--- src/include/srv_defs.svh ---
`ifndef SRV_DEFS_SVH
`define SRV_DEFS_SVH

// ----------------------------------------------------------------------------
// Register byte offsets
// ----------------------------------------------------------------------------
`define SRV_OFS_FEATURE   8'h00
`define SRV_OFS_COUNT     8'h04
`define SRV_OFS_SECTOR    8'h08
`define SRV_OFS_CYL_LOW   8'h0c
`define SRV_OFS_CYL_HIGH  8'h10
`define SRV_OFS_DEV_HEAD  8'h14
`define SRV_OFS_CMD_STAT  8'h18
`define SRV_OFS_ERROR     8'h1c
`define SRV_OFS_CONTROL   8'h20
`define SRV_OFS_ERR_LOG   8'h24
`define SRV_OFS_TIME_UNIT 8'h28
`define SRV_OFS_STREAM    8'h2c

// ----------------------------------------------------------------------------
// Field positions
// ----------------------------------------------------------------------------
`define SRV_FT_PRIORITY   7
`define SRV_FT_CONT       6
`define SRV_FT_NONSEQ     5
`define SRV_FT_RESUME     4
`define SRV_ST_BUSY       7
`define SRV_ST_READY      6
`define SRV_ST_FAULT      5
`define SRV_ST_DSC        4
`define SRV_ST_ERR        0
`define SRV_ER_UNC        6
`define SRV_ER_IDNF       4
`define SRV_ER_ABRT       2
`define SRV_ER_EXPIRED    0
`define SRV_CTL_HOB       7
`define SRV_DH_LBA        6

// ----------------------------------------------------------------------------
// Commands, reset values and timing
// ----------------------------------------------------------------------------
`define SRV_CMD_STREAM_PIO 8'h2b
`define SRV_CMD_STREAM_DMA 8'h2a
`define SRV_CMD_VERIFY_HI  7'h20
`define SRV_RST_BYTE       8'h00
`define SRV_RST_UNIT       32'h0000_0001
`define SRV_TICK_NS        1000
`define SRV_CLK_NS         25
`define SRV_US_CYCLES      ((`SRV_TICK_NS + `SRV_CLK_NS - 1) / `SRV_CLK_NS)

`endif

--- src/include/srv_pkg.sv ---
`default_nettype none
package srv_pkg;

    typedef enum logic [1:0] {srv_idle, srv_run, srv_fin} srv_state_e;
    typedef logic [31:0] srv_word_t;
    typedef logic [47:0] srv_lba_t;

endpackage
`default_nettype wire

--- src/srv_top.sv ---
`timescale 1ns/10ps
`default_nettype none
`include "srv_defs.svh"

// Function
// (RL1) Urgent flag asks fastest completion, always inside the active time limit.
// (RL2) Continuous read mode never aborts the streamed read on errors.
// (RL3) Continuous mode errors: move everything, end with fault set, error clear, log.
// (RL4) Continuous mode timeout: stop, fault set, error clear, expiry logged.
// (RL5) Host may hint that the next streamed read is not sequential.
// (RL6) Resume flag starts at the stream's last reported error address.
// (RL7) Three-bit stream identifier selects the stream and its settings.
// (RL8) Limit in microseconds is upper feature byte times reported time unit.
// (RL9) Zero byte uses stream default; zero or unset default means no limit.
// (RL10) Timing runs from command register write to command completion.
// (RL11) Limits below the built-in minimum are raised to that minimum.
// (RL12) Streamed read count is sixteen bits; zero means 65536 sectors.
// (RL13) Start address is assembled from current and previous address bytes.
// (RL14) Error address returns in same layout; high byte select picks upper bytes.
// (RL15) Expiry bit zero of error register is set when the limit runs out.
// (RL16) Fault status bit five marks errors; address and count describe bad run.
// (RL17) Continuous mode error bits go to the error log, not error register.
// (RL18) Codes 40h and 41h both verify sectors and send no data.
// (RL19) Uncorrectable error ends sector verify at the failing sector.
// (RL20) Sector verify count is eight bits; zero means 256 sectors.
// (RL21) Verify address is 28-bit block address or cylinder, head, sector.
// (RL22) Verify reports sectors left unverified and address of last sector processed.
// (RL23) Timer is a microsecond prescaler feeding a down-counter loaded at command write.
module srv_top #(
    parameter int            MIN_LIMIT_US = 1000
) (
    input  wire logic        clock,
    input  wire logic        reset,
    input  wire logic        clock_en,
    input  wire logic        hsel,
    input  wire logic [1:0]  htrans,
    input  wire logic        hwrite,
    input  wire logic [2:0]  hsize,
    input  wire logic [31:0] haddr,
    input  wire logic [31:0] hwdata,
    input  wire logic        hready,
    output logic             hreadyout,
    output logic             hresp,
    output srv_pkg::srv_word_t hrdata,
    output logic             media_req,
    output srv_pkg::srv_lba_t media_lba,
    output logic             media_xfer,
    output logic             media_urgent,
    output logic             media_nonseq,
    output logic [2:0]       media_stream,
    input  wire logic        media_ack,
    input  wire logic        media_unc,
    input  wire logic        media_idnf,
    input  wire logic        media_abrt,
    output logic             cmd_done
);
    import srv_pkg::*;

    // ------------------------------------------------------------------------
    // Register bus
    // ------------------------------------------------------------------------
    logic [7:0]  tf_cur [6];
    logic [7:0]  tf_prev [6];
    logic [7:0]  control;
    logic [7:0]  error_byte;
    logic [7:0]  err_log;
    logic [31:0] time_unit;
    logic [7:0]  dflt_limit [8];
    srv_lba_t    err_lba_mem [8];
    logic        busy;
    logic        fault;
    logic        err_flag;
    logic        wr_pend;
    logic [7:0]  wr_addr;
    logic        addr_ok;
    logic        cmd_go;
    srv_state_e  state;

    assign hreadyout = 1'b1;
    assign hresp     = 1'b0;
    assign addr_ok   = hsel && hready && htrans[1];
    assign busy      = (state != srv_idle);
    assign cmd_go    = wr_pend && (wr_addr == `SRV_OFS_CMD_STAT) && !busy;

    function automatic logic [7:0] read_byte(input logic [7:0] a);
        logic hob;
        hob = control[`SRV_CTL_HOB];
        read_byte = 8'h00;
        if (a < `SRV_OFS_CMD_STAT)
        begin
            // Count, address and device/head bytes; the feature byte is write only.
            if (a != `SRV_OFS_FEATURE)
                read_byte = hob ? tf_prev[a[4:2]] : tf_cur[a[4:2]];
        end
        else if (a == `SRV_OFS_CMD_STAT)
            read_byte = {busy, 1'b1, fault, 1'b1, 3'b000, err_flag};
        else if (a == `SRV_OFS_ERROR)
            read_byte = error_byte;
        else if (a == `SRV_OFS_CONTROL)
            read_byte = control;
        else if (a == `SRV_OFS_ERR_LOG)
            read_byte = err_log;
    endfunction

    always_ff @(posedge clock)
    begin
        if (reset)
        begin
            wr_pend <= 1'b0;
            wr_addr <= 8'h00;
            hrdata  <= 32'h0;
        end
        else if (clock_en && hready)
        begin
            wr_pend <= addr_ok && hwrite && (hsize == 3'b010);
            wr_addr <= haddr[7:0];
            if (addr_ok && !hwrite)
            begin
                if (haddr[7:0] == `SRV_OFS_TIME_UNIT)
                    hrdata <= time_unit;
                else
                    hrdata <= {24'h0, read_byte(haddr[7:0])};
            end
        end
    end

    always_ff @(posedge clock)
    begin
        if (reset)
        begin
            control   <= `SRV_RST_BYTE;
            time_unit <= `SRV_RST_UNIT;
            for (int i = 0; i < 8; i++)
                dflt_limit[i] <= `SRV_RST_BYTE;
        end
        else if (clock_en && wr_pend)
        begin
            if (wr_addr == `SRV_OFS_CONTROL)
                control <= hwdata[7:0];
            if (wr_addr == `SRV_OFS_TIME_UNIT)
                time_unit <= hwdata;
            // Stream defaults: bits 10:8 pick the stream, bits 7:0 the limit byte.
            if (wr_addr == `SRV_OFS_STREAM)
                dflt_limit[hwdata[10:8]] <= hwdata[7:0];
        end
    end

    // ------------------------------------------------------------------------
    // Command start decode
    // ------------------------------------------------------------------------
    logic [7:0]  cmd;
    logic        is_stream;
    logic        is_verify;
    logic [2:0]  sid;
    logic [7:0]  lim_byte;
    logic [39:0] lim_us;
    logic [16:0] start_cnt;
    srv_lba_t    start_lba;

    assign cmd       = hwdata[7:0];
    assign is_stream = (cmd == `SRV_CMD_STREAM_PIO) || (cmd == `SRV_CMD_STREAM_DMA);
    // (RL18) Retry bit ignored
    assign is_verify = (cmd[7:1] == `SRV_CMD_VERIFY_HI);
    // (RL7) Stream selection
    assign sid       = tf_cur[0][2:0];
    // (RL9) Default limit fallback
    assign lim_byte  = (tf_prev[0] != 8'h00) ? tf_prev[0] : dflt_limit[sid];
    // (RL8) Limit product
    assign lim_us    = {32'h0, lim_byte} * {8'h0, time_unit};

    always_comb
    begin
        start_cnt = 17'h0;
        start_lba = '0;
        if (is_stream)
        begin
            // (RL12) Sixteen-bit count
            start_cnt = ({tf_prev[1], tf_cur[1]} == 16'h0) ? 17'h10000
                                                           : {1'b0, tf_prev[1], tf_cur[1]};
            // (RL13) 48-bit address assembly
            start_lba = {tf_prev[4], tf_prev[3], tf_prev[2], tf_cur[4], tf_cur[3], tf_cur[2]};
            // (RL6) Resume at last error
            if (tf_cur[0][`SRV_FT_RESUME])
                start_lba = err_lba_mem[sid];
        end
        else
        begin
            // (RL20) Eight-bit count
            start_cnt = (tf_cur[1] == 8'h00) ? 17'h00100 : {9'h0, tf_cur[1]};
            // (RL21) Block or cylinder/head/sector packing
            if (tf_cur[5][`SRV_DH_LBA])
                start_lba = {20'h0, tf_cur[5][3:0], tf_cur[4], tf_cur[3], tf_cur[2]};
            else
                start_lba = {20'h0, tf_cur[4], tf_cur[3], tf_cur[5][3:0], tf_cur[2]};
        end
    end

    // ------------------------------------------------------------------------
    // Completion timer
    // ------------------------------------------------------------------------
    localparam logic [5:0] US_LAST = 6'(`SRV_US_CYCLES - 1);
    logic [5:0]  presc;
    logic [39:0] us_left;
    logic        lim_on;
    logic        timeout;

    assign timeout = lim_on && (us_left == 40'h0) && (state == srv_run);

    // (RL23) Prescaler and down-counter
    always_ff @(posedge clock)
    begin
        if (reset)
        begin
            presc   <= 6'h0;
            us_left <= 40'h0;
            lim_on  <= 1'b0;
        end
        else if (clock_en)
        begin
            if (cmd_go)
            begin
                // (RL10) Timing starts at command write
                presc  <= 6'h0;
                lim_on <= is_stream && (lim_byte != 8'h00) && (time_unit != 32'h0);
                // (RL11) Minimum limit
                us_left <= (lim_us < 40'(MIN_LIMIT_US)) ? 40'(MIN_LIMIT_US) : lim_us;
            end
            else if (state == srv_run && us_left != 40'h0)
            begin
                presc <= (presc == US_LAST) ? 6'h0 : presc + 6'h1;
                if (presc == US_LAST)
                    us_left <= us_left - 40'h1;
            end
        end
    end

    // ------------------------------------------------------------------------
    // Command sequencer
    // ------------------------------------------------------------------------
    logic        cont;
    logic        in_stream;
    logic [16:0] remain;
    logic        seen_err;
    srv_lba_t    first_lba;
    srv_lba_t    res_lba;
    logic [15:0] res_cnt;
    logic        res_load;
    logic [2:0]  cur_err;
    logic [7:0]  err_bits;

    assign cur_err  = {media_unc, media_idnf, media_abrt};
    assign err_bits = {1'b0, media_unc, 1'b0, media_idnf, 1'b0, media_abrt, 2'b00};
    assign media_req = (state == srv_run);
    assign media_xfer = (state == srv_run) && in_stream;

    always_ff @(posedge clock)
    begin
        if (reset)
        begin
            state <= srv_idle;
            cont <= 1'b0;
            in_stream <= 1'b0;
            remain <= 17'h0;
            seen_err <= 1'b0;
            first_lba <= '0;
            media_lba <= '0;
            res_lba <= '0;
            res_cnt <= 16'h0;
            res_load <= 1'b0;
            fault <= 1'b0;
            err_flag <= 1'b0;
            error_byte <= 8'h00;
            err_log <= 8'h00;
            media_urgent <= 1'b0;
            media_nonseq <= 1'b0;
            media_stream <= 3'h0;
            cmd_done <= 1'b0;
            for (int i = 0; i < 8; i++)
                err_lba_mem[i] <= '0;
        end
        else if (clock_en)
        begin
            cmd_done <= 1'b0;
            unique case (state)
                srv_idle:
                begin
                    res_load <= 1'b0;
                    if (cmd_go)
                    begin
                        fault <= 1'b0;
                        err_flag <= 1'b0;
                        error_byte <= 8'h00;
                        err_log <= 8'h00;
                        seen_err <= 1'b0;
                        if (is_stream || is_verify)
                        begin
                            state <= srv_run;
                            in_stream <= is_stream;
                            cont <= is_stream && tf_cur[0][`SRV_FT_CONT];
                            // (RL1) Urgent request to media
                            media_urgent <= is_stream && tf_cur[0][`SRV_FT_PRIORITY];
                            media_nonseq <= is_stream && tf_cur[0][`SRV_FT_NONSEQ];
                            media_stream <= sid;
                            remain <= start_cnt;
                            media_lba <= start_lba;
                        end
                        else
                        begin
                            err_flag <= 1'b1;
                            error_byte <= 8'h04;
                            cmd_done <= 1'b1;
                        end
                    end
                end
                srv_run:
                begin
                    if (timeout)
                    begin
                        state <= srv_fin;
                        res_load <= 1'b1;
                        res_lba <= seen_err ? first_lba : media_lba;
                        res_cnt <= remain[15:0];
                        err_lba_mem[media_stream] <= seen_err ? first_lba : media_lba;
                        if (cont)
                        begin
                            // (RL4) Timeout in continuous mode
                            fault <= 1'b1;
                            err_log <= err_log | 8'h01;
                        end
                        else
                        begin
                            // (RL15) Expiry bit
                            err_flag <= 1'b1;
                            error_byte <= error_byte | 8'h01;
                        end
                    end
                    else if (media_ack)
                    begin
                        if (cur_err != 3'b000 && cont)
                        begin
                            // (RL17) Error bits into the log
                            err_log <= err_log | err_bits;
                            if (!seen_err)
                                first_lba <= media_lba;
                            seen_err <= 1'b1;
                        end
                        if (cur_err != 3'b000 && !cont)
                        begin
                            // (RL19) Verify stops at the failing sector
                            state <= srv_fin;
                            res_load <= 1'b1;
                            res_lba <= media_lba;
                            res_cnt <= in_stream ? 16'h0001 : {8'h00, remain[7:0]};
                            err_flag <= 1'b1;
                            error_byte <= err_bits;
                            if (in_stream)
                                err_lba_mem[media_stream] <= media_lba;
                        end
                        else
                        begin
                            // (RL2) Continuous mode keeps going
                            media_lba <= media_lba + 48'h1;
                            remain <= remain - 17'h1;
                            if (remain == 17'h1)
                            begin
                                state <= srv_fin;
                                res_load <= 1'b1;
                                if (in_stream && (seen_err || cur_err != 3'b000))
                                begin
                                    // (RL3) Full transfer, fault ending
                                    fault <= 1'b1;
                                    res_lba <= seen_err ? first_lba : media_lba;
                                    res_cnt <= 16'(media_lba - (seen_err ? first_lba
                                                                         : media_lba) + 48'h1);
                                    err_lba_mem[media_stream] <= seen_err ? first_lba
                                                                          : media_lba;
                                end
                                else
                                begin
                                    // (RL22) Last sector and nothing left
                                    res_lba <= media_lba;
                                    res_cnt <= 16'h0;
                                end
                            end
                        end
                    end
                end
                srv_fin:
                begin
                    state <= srv_idle;
                    res_load <= 1'b0;
                    cmd_done <= 1'b1;
                end
            endcase
        end
    end

    // ------------------------------------------------------------------------
    // Task-file registers
    // ------------------------------------------------------------------------
    // Host writes push the current byte into the previous one, as the 48-bit
    // commands need two writes per register.
    always_ff @(posedge clock)
    begin
        if (reset)
        begin
            for (int i = 0; i < 6; i++)
            begin
                tf_cur[i]  <= `SRV_RST_BYTE;
                tf_prev[i] <= `SRV_RST_BYTE;
            end
        end
        else if (clock_en)
        begin
            if (state == srv_fin && res_load)
            begin
                // (RL14) Result address in the block-address layout, also after cylinder/head/sector verify
                tf_cur[2]  <= res_lba[7:0];
                tf_cur[3]  <= res_lba[15:8];
                tf_cur[4]  <= res_lba[23:16];
                tf_prev[2] <= res_lba[31:24];
                tf_prev[3] <= res_lba[39:32];
                tf_prev[4] <= res_lba[47:40];
                // (RL16) Count of possibly bad sectors
                tf_cur[1]  <= res_cnt[7:0];
                tf_prev[1] <= res_cnt[15:8];
                if (!in_stream)
                    tf_cur[5][3:0] <= res_lba[27:24];
            end
            else if (wr_pend && wr_addr < `SRV_OFS_CMD_STAT && !busy)
            begin
                tf_prev[wr_addr[4:2]] <= tf_cur[wr_addr[4:2]];
                tf_cur[wr_addr[4:2]]  <= hwdata[7:0];
            end
        end
    end
endmodule

`default_nettype wire
--- config.mk ---
export PLATFORM = sky130hd
export DESIGN_NAME = srv_top
export DESIGN_NICKNAME = d
export VERILOG_FILES = /design/src/include/srv_pkg.sv /design/src/srv_top.sv
export VERILOG_INCLUDE_DIRS = /design/src /design/src/include
export SDC_FILE = /design/constraint.sdc
export NUM_CORES = 2
export LEC_CHECK = 0
export ABC_AREA = 1
export BUFFER_PORTS_ARGS = -buffer_cell sky130_fd_sc_hd__buf_2
export CELL_PAD_IN_SITES_DETAIL_PLACEMENT = 0
export CELL_PAD_IN_SITES_GLOBAL_PLACEMENT = 1
export CORE_UTILIZATION = 48
export DETAILED_ROUTE_END_ITERATION = 10
export GPL_TIMING_DRIVEN = 0
export PLACE_DENSITY_LB_ADDON = 0.05
export SETUP_SLACK_MARGIN = 0.15
export SKIP_LAST_GASP = 1
export SYNTH_ARGS = -nofsm -noshare
export SYNTH_HDL_FRONTEND = slang
export SYNTH_SLANG_ARGS = --single-unit
--- constraint.sdc ---
create_clock -name clock -period 7.6 [get_ports clock]
set_input_delay 0.76 -clock clock [delete_from_list [all_inputs] [get_ports clock]]
set_output_delay 0.76 -clock clock [all_outputs]
set_load 0.02 [all_outputs]
==> results by group <==
Status
  • Status: complete, but fails checks
  • Failing checks: capacitance limit

Logic synthesis
  • Post-synthesis cell type count: 60
  • Register bit total from synthesis: between 900 and 1k
  • Yosys warns: 0
  • Post-Synthesis Cell Area: ~53000 sq um
  • Sequential-to-total area share from yosys stat: 0.450
  • Post-Syn Instances: between 6k and 7k
  • Async set-or-reset flop fraction in the synthesized netlist: 0
  • Most used flip-flop cell after synthesis: edfxtp_1
  • EDFF count, synth: between 500 and 600
  • Syn Area/Cell: approximately 8 sq um

Power and ir drop
  • Leakage: 0.0239 uW
  • Peak supply drop: between 0.0002 and 0.00025 V
  • PwrDens: about 190 nW/um^2

STA
  • WHS: approximately 0.29 ns
  • Worst Skew: ~0.06 ns
  • Period minus WS final: ~7.1 ns
  • Final Setup Violations: 0
  • Worst-Margin Slew: around 1.5 ns
  • Final Hold Fails: 0
  • Fmax: approximately 0.14 GHz
  • Final worst-path cycle share: 0.939
  • RSZ-0062 raised after global routing: false
  • Pins Over Slew Limit: 0
  • Fin worst setup slack: around 0.46 ns
  • Worst slew margin: 0.000505

Detailed routing
  • Final wirelength: between 200000 and 250000 microns
  • Drc violations: 0
  • DR iter-0 viols: between 6k and 7k
  • DRT Pass-1 Iters: 8
  • Vias per std cell: around 6.1
  • Antenna Violating Nets Remaining: 0
  • Detail-routed net length per standard cell: ~29 microns
  • Routed via count: 51.0k

Global route
  • Largest net degree at the start of global routing: 49
  • Initial antenna violation count: 15
  • First-pass GRT wire length: between 300000 and 400000 microns
  • Total gr overflow: 0
  • Vias in the first global route: about 48k
  • Total track usage: 0.422

Placed design
  • Place WS: -1.07 ns
  • DP Cell Count: approximately 8k
  • Area after DPL: 56000 sq um
  • Placer Congestion: about 1.1
  • DP HPWL: roughly 180000 microns
  • Port Buf Inserts: ~140

Cells and area
  • Fill cells: between 10k and 15k
  • Util after Layout: 0.546
  • Design area: about 60000 sq um
  • Non-filler cells, final: ~8.4k
  • Fraction of layout cells with a size suffix above 1: 0.0778
  • Synth-to-Final Area Change: 12.4%
  • Fin nets: 7197

Setup path
  • Max stage delay on crit path: a little over 0.5 ns
  • Worst setup EP type: register
  • CP max FO: 10
  • Nature of the critical path startpoint: register
  • Crit path required time: 8.19 ns
  • Crit Path Class: reg -> reg
  • Crit path top cell by count: nand2_1
  • Slowest library cell on the worst path: fa_1
  • Worst Path Arrival: about 7.7 ns

CTS
  • Clock H-tree levels: 3
  • Clock Root Buffer: clkbuf_16
  • TritonCTS clock tree: yes
  • CTS buffer count: 104
  • Clock transition at path regs: about 0.06 ns
  • Worst skew pair latency: roughly 0.74 ns
  • CTS Buffer Depth: 3
  • Post-CTS Hold Fix Bufs: 0
  • Clock Sinks: about 910

Floorplanning
  • Num ports: 169
  • Die W: about 330 microns
  • Die area: roughly 110000 sq um
  • Rows: about 120
  • Initial Util: 0.486
  • Die Y: between 300 and 400 microns
  • Core ar.: 109000 sq um

Min path
  • Hold Path Class: in -> reg

Job
  • Max Cap Viol: 2
## placed cells by master, fill, tap and decap left out, drive strengths merged, types with 4 or more instances in the layout
master / n
a211oi: 20
a21o: 5
a21oi: 494
a221o: 6
a221oi: 22
a22oi: 9
a31oi: 24
buf: 215
bufinv: 9
clkbuf: 476
clkinv: 48
clkinvlp: 5
conb: 34
dfxtp: 330
diode: 8
edfxtp: 576
fa: 181
ha: 97
inv: 710
nand2: 975
nand3: 188
nand3b: 9
nand4: 52
nor2: 1207
nor3: 53
nor4: 21
o211ai: 44
o21a: 4
o21ai: 879
o221ai: 97
o22ai: 62
or2: 7
xnor2: 14
xor2: 37
## Yosys cell counts (all sizes together), types with 7 or more instances
cell type,number,share of area
nor2,1207,0.089
nand2,975,0.069
o21ai,879,0.083
inv,701,0.050
edfxtp,576,0.33
a21oi,494,0.047
clkbuf,340,0.024
dfxtp,330,0.12
nand3,188,0.019
fa,181,0.068
ha,97,0.023
o221ai,97,0.016
o22ai,62,0.0073
buf,61,0.0070
nor3,53,0.0051
nand4,52,0.0064
o211ai,44,0.0062
xor2,37,0.0061
a31oi,24,0.0028
a221oi,22,0.0036
nor4,21,0.0028
a211oi,20,0.0028
xnor2,14,0.0023
clkinv,13,0.00092
a22oi,9,0.0013
nand3b,9,0.0013
or2,7,0.00082
## worst paths after layout
| path | start | endpoint | slack, ns | cells past startpoint |
|---|---|---|---|---|
| setup / recovery | tf_cur[0][0] | us_left[6] | 0.46 | 33 |
| hold / removal | hwdata[2] | tf_cur[7][2] | 0.29 | 1 |
| setup reg to reg | tf_cur[0][0] | us_left[6] | 0.46 | 33 |
| hold reg to reg | first_lba[10] | first_lba[10] | 0.45 | 2 |
## critical path: cells and delay by family, from the launching register on
| family | cells | cell delay [ns] |
|---|---|---|
| adders and majority gates | 5 | 2.37 |
| and+or+nand+nor | 17 | 2.08 |
| buffers and inverters | 8 | 1.39 |
| AOI/OAI and AO/OA | 3 | 0.79 |
| DFF | 1 | 0.39 |
## logic make-up (layout without fill, tap and decap cells)
| group | Yosys count | after routing | synth area share |
|---|---|---|---|
| other | 2 | 42 | 0.000141 |
| XOR/XNOR | 51 | 51 | 0.00841 |
| AND/OR/NAND/NOR | 2518 | 2518 | 0.194 |
| AO/OA/AOI/OAI | 1680 | 1680 | 0.175 |
| buffers and inverters | 1115 | 1463 | 0.0816 |
| adder cells (fa/ha/maj) | 278 | 278 | 0.0911 |
| flip-flops | 906 | 906 | 0.450 |
## sequential cells by signal (all words and copies together), names as in the netlist, 8 cells and up, named ones only
name / count
control: 8
dflt_limit: 64
err_lba_mem: 384
first_lba: 48
hrdata: 32
media_lba: 48
remain: 17
res_cnt: 16
res_lba: 48
tf_cur: 64
tf_prev: 64
time_unit: 32
us_left: 40
wr_addr: 8
## what timing repair did
| action | CTS | global route |
|---|---|---|
| endpoints found under the setup margin | 39 | 11 |
| setup buffers | 2 | 3 |
| gates resized for setup | 40 | 47 |
| pin swaps | 4 | 6 |
## layer usage
layer	global-route usage	share of wire
met3	0.0955	0.11
met5	0	0.00037
met4	0.265	0.073
met1	0.528	0.37
met2	0.663	0.45
## metrics by stage
step / setup TNS, ns / total power, uW
final: 0 / 11300
after global routing: 0 / 11400
after CTS: 0 / 11200
after detailed placement: -19.69 / 6170
after global placement: -21.17 / 6160
after floorplan: 0 / 5810
## power by group
part	internal, uW	total, uW	switching [uW]
clock	2920	5160	2240
combinational	139	700	562
sequential	5350	5410	59.9
total	8410	11300	2860
## area by class of cell
cell class,count,area [sq um],area share
multi-input combinational,4561,25200,0.422
timing repair buffer,152,876,0.0147
buffer,401,1730,0.0289
inverter,714,2690,0.0450
clock buffer,138,2810,0.0471
clock inverter,58,612,0.0102
sequential,906,23900,0.400
antenna,8,20.0,0.000335
tap,1476,1850,0.0309
(Power assumes the default switching activity.)
